**src/rtl/ctd_regs.svh**
```systemverilog
`ifndef CTD_REGS_SVH
`define CTD_REGS_SVH
// ============================================================
// Software port offsets.
`define CTD_A_CMD          2'h0
`define CTD_A_STAT         2'h1
`define CTD_A_CNT          2'h2
`define CTD_A_CTRL         2'h3
// ============================================================
// Status and control bit positions.
`define CTD_ST_CMD         0
`define CTD_ST_FSYNC       1
`define CTD_ST_BREQ        2
`define CTD_CT_CLR_CMD     0
`define CTD_CT_CLR_FSYNC   1
`define CTD_CT_START       2
// ============================================================
// Reset values.
`define CTD_CNT_RST        8'h00
`define CTD_BYTE_RST       8'h00
// ============================================================
// Timing.
`define CTD_BITS           8
`define CTD_CLK_NS         4
`define CTD_CLK_HZ         250000000
`define CTD_LINK_PERIOD_NS 48
`define CTD_LINK_HALF_CYC  (`CTD_LINK_PERIOD_NS / 2 / `CTD_CLK_NS)
`define CTD_CMD_PERIOD_S   4
`define CTD_CMD_PERIOD_CYC (`CTD_CMD_PERIOD_S * `CTD_CLK_HZ)
`define CTD_REST_CYC       64
`endif

```
**src/rtl/ctd_pkg.sv**
```systemverilog
package ctd_pkg;
	// ============================================================
	// One-hot DMA step codes; idle is all zero.
	typedef enum logic [3:0]
	{
		DMA_IDLE = 4'b0000,
		DMA_ADDR = 4'b0001,
		DMA_LOAD = 4'b0010,
		DMA_INC  = 4'b0100,
		DMA_DROP = 4'b1000
	} ctd_dma_t;
	// ============================================================
	// Spacecraft end link states.
	typedef enum logic [2:0]
	{
		SC_IDLE = 3'b000,
		SC_CMD  = 3'b001,
		SC_TLM  = 3'b010,
		SC_TAIL = 3'b011,
		SC_REST = 3'b100
	} ctd_sc_t;
endpackage

```
**src/rtl/ctd_link_if.sv**
```systemverilog
interface ctd_link_if;
	logic cmd_en;
	logic cmd_clk;
	logic cmd_data;
	logic frame_sync;
	logic tlm_en;
	logic tlm_clk;
	logic tlm_data;
	modport dev (input cmd_en, cmd_clk, cmd_data, frame_sync, tlm_en, tlm_clk,
		output tlm_data);
	modport sc (output cmd_en, cmd_clk, cmd_data, frame_sync, tlm_en, tlm_clk,
		input tlm_data);
endinterface // ctd_link_if

```
**src/rtl/ctd_port_dev.sv**
```systemverilog
`include "ctd_regs.svh"

// ============================================================
// Overview of operation
// - enable window shifts at most eight command bits
// - free or burst clock, capture while enabled
// - enable trailing edge sets command flag
// - host clears flag after reading command
// - command byte readable in parallel form
// - link inputs pass flip-flops before use
// - frame sync sets flag raising interrupt
// - host reloads area once set sent
// - host clears frame flag, starts DMA
// - DMA start sets bus request flag
// - one-hot steps: address, load, count, release
// - loaded word waits for spacecraft indefinitely
// - telemetry enable trailing edge starts DMA
// - word counter readable through own port
// - spacecraft sends one command per period
// - host resets counter before first DMA
module ctd_port_dev
	import ctd_pkg::*;
#(
	parameter int                ADDR_W   = 16,
	parameter logic [ADDR_W-1:0] DMA_BASE = '0
)
(
	input  wire logic       clk,         // Controller clock.
	input  wire logic       reset,       // Asynchronous reset.
	input  wire logic [1:0] sw_addr,     // Software port address.
	input  wire logic [7:0] sw_wdata,    // Software write data.
	input  wire logic       sw_wr,       // Software write strobe.
	input  wire logic       sw_rd,       // Software read strobe.
	output logic [7:0]      sw_rdata,    // Read data, next cycle.
	output logic            bus_req,     // Memory bus request.
	input  wire logic       bus_grant,   // Memory bus granted.
	output logic [ADDR_W-1:0] mem_addr,  // DMA address.
	output logic            mem_addr_oe, // DMA address drive enable.
	input  wire logic [7:0] mem_data,    // Memory read data.
	output logic            irq,         // Frame-sync interrupt.
	ctd_link_if.dev         link         // Spacecraft link.
);
	function automatic logic rose(input logic now, input logic was);
		return now & ~was;
	endfunction

	function automatic logic fell(input logic now, input logic was);
		return ~now & was;
	endfunction

	// ============================================================
	// Input re-registering. The third stage only feeds edge finding.
	logic [5:0] sync_a, sync_b, sync_c;
	logic       cmd_en_s, cmd_clk_rise, cmd_en_fall, fsync_rise;
	logic       tlm_en_s, tlm_clk_rise, tlm_en_fall, ctrl_wr;

	always_ff @(posedge clk or posedge reset)
	begin
		if (reset)
		begin
			sync_a <= 6'h00;
			sync_b <= 6'h00;
			sync_c <= 6'h00;
		end
		else
		begin
			sync_a <= {link.cmd_en, link.cmd_clk, link.cmd_data,
				link.frame_sync, link.tlm_en, link.tlm_clk};
			sync_b <= sync_a;
			sync_c <= sync_b;
		end
	end

	assign cmd_en_s = sync_b[5];
	assign cmd_clk_rise = rose(sync_b[4], sync_c[4]);
	assign cmd_en_fall = fell(sync_b[5], sync_c[5]);
	assign fsync_rise = rose(sync_b[2], sync_c[2]);
	assign tlm_en_s = sync_b[1];
	assign tlm_clk_rise = rose(sync_b[0], sync_c[0]);
	assign tlm_en_fall = fell(sync_b[1], sync_c[1]);
	assign ctrl_wr = sw_wr && sw_addr == `CTD_A_CTRL;

	// ============================================================
	// Command receiver.
	logic [7:0] command_shift_register, next_command_shift_register;
	logic [7:0] command_input_port, next_command_input_port;
	logic [3:0] cmd_bits, next_cmd_bits;
	logic       command_received_flag, next_command_received_flag;

	always_comb
	begin
		next_command_shift_register = command_shift_register;
		next_command_input_port = command_input_port;
		next_cmd_bits = cmd_bits;
		next_command_received_flag = command_received_flag;
		if (!cmd_en_s)
			next_cmd_bits = 4'h0;
		else if (cmd_clk_rise && cmd_bits != 4'(`CTD_BITS))
		begin
			next_command_shift_register = {command_shift_register[6:0], sync_b[3]};
			next_cmd_bits = cmd_bits + 4'h1;
		end
		if (ctrl_wr && sw_wdata[`CTD_CT_CLR_CMD])
			next_command_received_flag = 1'b0;
		if (cmd_en_fall)
		begin
			next_command_received_flag = 1'b1;
			next_command_input_port = command_shift_register;
		end
	end

	always_ff @(posedge clk or posedge reset)
	begin
		if (reset)
		begin
			command_shift_register <= `CTD_BYTE_RST;
			command_input_port <= `CTD_BYTE_RST;
			cmd_bits <= 4'h0;
			command_received_flag <= 1'b0;
		end
		else
		begin
			command_shift_register <= next_command_shift_register;
			command_input_port <= next_command_input_port;
			cmd_bits <= next_cmd_bits;
			command_received_flag <= next_command_received_flag;
		end
	end

	// ============================================================
	// Telemetry DMA. The processor is halted while it grants the bus,
	// so software never writes the counter during the steps.
	ctd_dma_t          dma_step_sequencer, next_dma_step_sequencer;
	logic [7:0]        telemetry_shift_register, next_telemetry_shift_register;
	logic [7:0]        dma_word_counter, next_dma_word_counter;
	logic [ADDR_W-1:0] counter_address_driver, next_counter_address_driver;
	logic              bus_request_flag, next_bus_request_flag;
	logic              addr_oe, next_addr_oe, dma_start;
	logic              frame_sync_flag, next_frame_sync_flag;

	assign dma_start = (ctrl_wr && sw_wdata[`CTD_CT_START]) || tlm_en_fall;
	assign link.tlm_data = telemetry_shift_register[7];
	assign bus_req = bus_request_flag;
	assign mem_addr = counter_address_driver;
	assign mem_addr_oe = addr_oe;
	assign irq = frame_sync_flag;

	always_comb
	begin
		next_dma_step_sequencer = dma_step_sequencer;
		next_telemetry_shift_register = telemetry_shift_register;
		next_dma_word_counter = dma_word_counter;
		next_counter_address_driver = counter_address_driver;
		next_bus_request_flag = bus_request_flag;
		next_addr_oe = addr_oe;
		next_frame_sync_flag = frame_sync_flag;
		if (ctrl_wr && sw_wdata[`CTD_CT_CLR_FSYNC])
			next_frame_sync_flag = 1'b0;
		if (fsync_rise)
			next_frame_sync_flag = 1'b1;
		if (sw_wr && sw_addr == `CTD_A_CNT)
			next_dma_word_counter = sw_wdata;
		if (tlm_en_s && tlm_clk_rise)
			next_telemetry_shift_register = {telemetry_shift_register[6:0], 1'b0};
		case (dma_step_sequencer)
			DMA_IDLE:
			begin
				if (bus_request_flag && bus_grant)
				begin
					next_dma_step_sequencer = DMA_ADDR;
					next_addr_oe = 1'b1;
					next_counter_address_driver = DMA_BASE + ADDR_W'(dma_word_counter);
				end
				else if (dma_start && !bus_request_flag)
				begin
					next_bus_request_flag = 1'b1;
				end
			end
			DMA_ADDR:
				next_dma_step_sequencer = DMA_LOAD;
			DMA_LOAD:
			begin
				next_telemetry_shift_register = mem_data;
				next_dma_step_sequencer = DMA_INC;
			end
			DMA_INC:
			begin
				next_dma_word_counter = dma_word_counter + 8'h01;
				next_dma_step_sequencer = DMA_DROP;
			end
			DMA_DROP:
			begin
				next_bus_request_flag = 1'b0;
				next_addr_oe = 1'b0;
				next_dma_step_sequencer = DMA_IDLE;
			end
			default:
			begin
				next_bus_request_flag = 1'b0;
				next_addr_oe = 1'b0;
				next_dma_step_sequencer = DMA_IDLE;
			end
		endcase
	end

	always_ff @(posedge clk or posedge reset)
	begin
		if (reset)
		begin
			dma_step_sequencer <= DMA_IDLE;
			telemetry_shift_register <= `CTD_BYTE_RST;
			dma_word_counter <= `CTD_CNT_RST;
			counter_address_driver <= '0;
			bus_request_flag <= 1'b0;
			addr_oe <= 1'b0;
			frame_sync_flag <= 1'b0;
		end
		else
		begin
			dma_step_sequencer <= next_dma_step_sequencer;
			telemetry_shift_register <= next_telemetry_shift_register;
			dma_word_counter <= next_dma_word_counter;
			counter_address_driver <= next_counter_address_driver;
			bus_request_flag <= next_bus_request_flag;
			addr_oe <= next_addr_oe;
			frame_sync_flag <= next_frame_sync_flag;
		end
	end

	// ============================================================
	// Software read port.
	logic [7:0] next_sw_rdata;

	always_comb
	begin
		next_sw_rdata = 8'h00;
		if (sw_rd)
		begin
			case (sw_addr)
				`CTD_A_CMD:
					next_sw_rdata = command_input_port;
				`CTD_A_STAT:
				begin
					next_sw_rdata[`CTD_ST_CMD] = command_received_flag;
					next_sw_rdata[`CTD_ST_FSYNC] = frame_sync_flag;
					next_sw_rdata[`CTD_ST_BREQ] = bus_request_flag;
				end
				`CTD_A_CNT:
					next_sw_rdata = dma_word_counter;
				default:
					next_sw_rdata = 8'h00;
			endcase
		end
	end

	always_ff @(posedge clk or posedge reset)
	begin
		if (reset)
			sw_rdata <= 8'h00;
		else
			sw_rdata <= next_sw_rdata;
	end
endmodule // ctd_port_dev

```
**src/flat_wrapper.sv**
```systemverilog
// flat-port wrapper written by rule: the top's interface ports become plain ports
module ctd_port_dev_flat import ctd_pkg::*;
#(
	parameter int                ADDR_W   = 16,
	parameter logic [ADDR_W-1:0] DMA_BASE = '0
)
  (clk, reset, sw_addr, sw_wdata, sw_wr, sw_rd, sw_rdata, bus_req, bus_grant, mem_addr, mem_addr_oe, mem_data, irq, link_cmd_en, link_cmd_clk, link_cmd_data, link_frame_sync, link_tlm_en, link_tlm_clk, link_tlm_data);
  ctd_link_if link_i ();
  input  wire logic clk;
  input  wire logic reset;
  input  wire logic [1:0] sw_addr;
  input  wire logic [7:0] sw_wdata;
  input  wire logic sw_wr;
  input  wire logic sw_rd;
  output logic [7:0] sw_rdata;
  output logic bus_req;
  input  wire logic bus_grant;
  output logic [ADDR_W-1:0] mem_addr;
  output logic mem_addr_oe;
  input  wire logic [7:0] mem_data;
  output logic irq;
  input wire logic [$bits(link_i.cmd_en)-1:0] link_cmd_en;
  input wire logic [$bits(link_i.cmd_clk)-1:0] link_cmd_clk;
  input wire logic [$bits(link_i.cmd_data)-1:0] link_cmd_data;
  input wire logic [$bits(link_i.frame_sync)-1:0] link_frame_sync;
  input wire logic [$bits(link_i.tlm_en)-1:0] link_tlm_en;
  input wire logic [$bits(link_i.tlm_clk)-1:0] link_tlm_clk;
  output wire logic [$bits(link_i.tlm_data)-1:0] link_tlm_data;
  assign link_i.cmd_en = link_cmd_en;
  assign link_i.cmd_clk = link_cmd_clk;
  assign link_i.cmd_data = link_cmd_data;
  assign link_i.frame_sync = link_frame_sync;
  assign link_i.tlm_en = link_tlm_en;
  assign link_i.tlm_clk = link_tlm_clk;
  assign link_tlm_data = link_i.tlm_data;
  ctd_port_dev #(.ADDR_W(ADDR_W), .DMA_BASE(DMA_BASE)) u_core (.clk(clk), .reset(reset), .sw_addr(sw_addr), .sw_wdata(sw_wdata), .sw_wr(sw_wr), .sw_rd(sw_rd), .sw_rdata(sw_rdata), .bus_req(bus_req), .bus_grant(bus_grant), .mem_addr(mem_addr), .mem_addr_oe(mem_addr_oe), .mem_data(mem_data), .irq(irq), .link(link_i));
endmodule
```
**config.mk**
```make
export PLATFORM = sky130hd
export DESIGN_NAME = ctd_port_dev_flat
export DESIGN_NICKNAME = d
export VERILOG_FILES = /design/src/rtl/ctd_pkg.sv /design/src/rtl/ctd_link_if.sv /design/src/rtl/ctd_port_dev.sv /design/src/flat_wrapper.sv
export VERILOG_INCLUDE_DIRS = /design/src /design/src/rtl
export SDC_FILE = /design/constraint.sdc
export NUM_CORES = 1
export LEC_CHECK = 0
export ABC_AREA = 0
export BUFFER_PORTS_ARGS = -buffer_cell sky130_fd_sc_hd__buf_2
export CORE_MARGIN = 10
export CORE_UTILIZATION = 59
export CTS_CLUSTER_SIZE = 12
export DETAILED_ROUTE_END_ITERATION = 12
export GPL_ROUTABILITY_DRIVEN = 0
export PLACE_DENSITY = 0.95
export SLEW_MARGIN = 20
export SYNTH_ARGS = -nofsm -noshare
export SYNTH_HDL_FRONTEND = slang
export SYNTH_SLANG_ARGS = --single-unit
```
**constraint.sdc**
```tcl
create_clock -name clk -period 4.4 [get_ports clk]
set_clock_uncertainty 0.1 [all_clocks]
set_input_delay 0.44 -clock clk [delete_from_list [all_inputs] [get_ports clk]]
set_output_delay 0.44 -clock clk [all_outputs]
set_load 0.05 [all_outputs]
```
==> summary.txt <==
Outcome
  – Status: finished clean

Worst setup path
  – CP max FO: 11
  – CP max-delay cell: or4b_1
  – Startpoint types: flip-flop
  – Worst Path Arrival: between 2 and 2.5 ns
  – Delay of the slowest cell on the worst path: around 0.70 ns
  – Crit path max-delay family: simple AND/OR/NAND/NOR gates
  – Buf/Inv on CP: 1
  – Crit path capture type: flip-flop
  – CP Class: flip-flop to flip-flop
  – Worst-path cell chain: or4b_1, inv_1, nand2_1, o22a_1, o21a_1
  – Required @ worst endpoint: between 4 and 5 ns

Synth
  – Mapped Area: between 3000 and 4000 sq um
  – Ys async rst share: 1.00
  – Synthesized flop and latch total: 77
  – Post-synthesis sequential area ratio: 0.616
  – Synth Warn #: 0
  – Primary FF master, synth: dfrtp_1
  – Post-synth EDFFs: 0
  – Cells after synthesis: between 200 and 300
  – Avg Inst Size Synth: between 10 and 15 sq um
  – Count of unique library cells instantiated by Yosys: 41

CTS
  – Clk Latency, worst-skew pair: ~0.35 ns
  – Clock Path Buffers: 2
  – CTS tree: done
  – Post-CTS Setup Inserts: 0
  – Cts repair resizes: 0
  – Hold-fix buffers, CTS: 0
  – H-tree level count: 3
  – Clock transition at the registers of the reported paths: ~0.080 ns
  – Clk root buf: clkbuf_8
  – CTS Buf Count: 9
  – Clock sinks: 77

STA
  – Setup total negative slack: 0 ns
  – Crit share post-route: 0.478
  – Worst-margin pin slew: about 0.86 ns
  – Finish-stage setup viols: 0
  – Max Clk Rate: around 0.48 GHz
  – RSZ-0062 raised after global routing: no
  – Worst Setup Slack, final: approximately 2.3 ns
  – Final slew viol count: 0
  – Fin crit period: approximately 2.1 ns
  – Final hold viol count: 0
  – Max_slew headroom: 0.429

Floorplanning
  – Core ar.: ~5100 sq um
  – Vert. Die Dim: 92.8 um
  – Starting Density: 0.609
  – Rows: 26
  – Die X: approximately 93 um
  – Die Footprint: 8620 sq um
  – I/O pins: between 50 and 60

Routing
  – DR WL met3: between 400 and 500 um
  – M1 wire length: between 2000 and 2500 um
  – DRC marker count from the first detailed-route iteration: 147
  – Top Layer Used: met4
  – DRC viols: 0
  – Post-Route WL: 5900 um
  – Pre-antenna DRT Iters: 5
  – Vias post-DR: about 2000
  – Drt wl/cell: around 16 um
  – Routed wl met2: approximately 3000 um
  – Via density: around 5.3
  – Antenna Nets Post-Route: 0

Global route
  – Antenna violations before repair: 0
  – First-pass GRT wire length: 10100 um
  – Vias in the first global route: 2148
  – Grt ovf: 0
  – Total Routing Usage GR: 0.147
  – Largest net degree at the start of global routing: 54

Pwr
  – Pwr Total: approximately 2.5 mW
  – Comb power frac: 0.294
  – Clock network power share: 0.261
  – Switching Share: 0.357
  – Pleak: about 1.8 nW
  – Internal Pwr Total: roughly 1.6 mW
  – Psw: 877 uW
  – PwrDens: between 600 and 700 nW/um^2
  – VDD IR max: about 0.4 mV
  – Reg power frac: 0.444

Hold path
  – Worst hold-check path type: input pin to flip-flop

Cells and area
  – Ant. Diodes: 0
  – Most frequent cells in the layout: dfrtp_1, buf_2, nand2_1, mux2_2, nor2_1
  – Ratio of cells with drive above 1 in the final layout: 0.307
  – Post-route cell area: 3650 sq um
  – Fin nets: 336
  – Syn-to-layout area delta: 16.7%
  – Most common cell after layout, fill and taps aside: dfrtp_1

Placement
  – Placed wire-length estimate: 4320 um
  – DP Area: 3390 sq um
  – Port bufs: 48
  – Pre-CTS WS: approximately 2.4 ns

Job
  – # Max-Cap Violations: 0
==> path summary, 6_finish.rpt <==
check	from	endpoint	slack, ns	cells past startpoint
min reg2reg	u_core.sync_a[0]	u_core.sync_b[0]	0.25	0
min in group asynchronous	reset	u_core.sync_a[5]	0.14	2
min	link_tlm_clk	u_core.sync_a[0]	0.09	1
max	u_core.dma_step_sequencer[3]	u_core.dma_word_counter[6]	2.30	5
max reg2reg	u_core.dma_step_sequencer[3]	u_core.dma_word_counter[6]	2.30	5
max in group asynchronous	reset	u_core.command_shift_register[4]	3.26	3
==> cell families (layout without fill, tap and decap cells) <==
| family | count (synthesis) | after routing | synth area share |
|---|---|---|---|
| multiplexers | 40 | 40 | 0.138 |
| XOR/XNOR | 3 | 3 | 0.00840 |
| flip-flops | 77 | 77 | 0.616 |
| adder cells (fa/ha/maj) | 3 | 3 | 0.0120 |
| buffers and inverters | 22 | 71 | 0.0400 |
| AND/OR/NAND/NOR | 75 | 75 | 0.120 |
| AO/OA/AOI/OAI | 32 | 32 | 0.0656 |
| other | 1 | 8 | 0.00120 |
==> per-layer routing <==
layer	vias to the layer above	GRT usage
met1	986	0.170
li1	962	-
met4	0	0.0681
met3	12	0.0541
met2	61	0.238
met5	-	0
==> registers in the layout (all words and copies together) (netlist names) <==
| name | count |
|---|---|
| u_core.command_input_port | 8 |
| u_core.command_shift_register | 8 |
| u_core.mem_addr | 8 |
| u_core.cmd_bits | 4 |
| u_core.sync_c | 5 |
| u_core.dma_word_counter | 8 |
| u_core.sync_b | 6 |
| u_core.telemetry_shift_register | 8 |
| u_core.sync_a | 6 |
| u_core.dma_step_sequencer | 4 |
| u_core.command_received_flag | 1 |
| u_core.bus_req | 1 |
| u_core.mem_addr_oe | 1 |
| u_core.irq | 1 |
| u_core.sw_rdata | 8 |
==> worst register-to-register path: stages, from the launching register on <==
cell,delay [ns]
dfrtp_1,0.47
or4b_1,0.70
inv_1,0.32
nand2_1,0.11
o22a_1,0.21
o21a_1,0.10
==> through the flow <==
stage | util | hold slack, ns | cells
finish | 0.711 | 0.0949 | 379
global route | 0.711 | 0.0792 | 379
CTS | 0.709 | 0.0855 | 379
detailed placement | 0.660 | 0.235 | 363
global placement | 0.660 | 0.233 | 363
floorplan | - | 0.231 | 260
==> power by group through the flow <==
stage / sequential [mW] / clock (mW) / combinational (mW)
after CTS: 1.09 / 0.651 / 0.728
after floorplan: 1.24 / 0 / 0.403
after detailed placement: 1.10 / 0 / 0.723
after global routing: 1.12 / 0.685 / 0.788
after global placement: 1.08 / 0 / 0.697
final: 1.09 / 0.641 / 0.723
==> cell type report <==
cell class	instances	area, sq um
inverter	6	23.8
tap	70	87.6
clock buffer	10	138
clock inverter	6	110
multi-input combinational	161	1120
sequential	77	1930
fill	385	1490
timing repair buffer	49	248
==> synth_stat cells, types with 3 or more instances <==
cell	number	area, sq um
nand2_1	24	90.1
inv_1	6	22.5
o21ai_0	14	70.1
nor2b_1	3	18.8
nor2_1	19	71.3
nand4_1	3	18.8
nand3b_1	3	22.5
mux2i_1	16	160
nand3_1	7	35.0
buf_4	10	75.1
dfrtp_1	77	1930
o221a_2	3	33.8
a21oi_1	6	30.0
mux2_2	24	270
ha_1	3	37.5
and2_1	3	18.8
No activity file was read; power rests on OpenSTA's default activity.
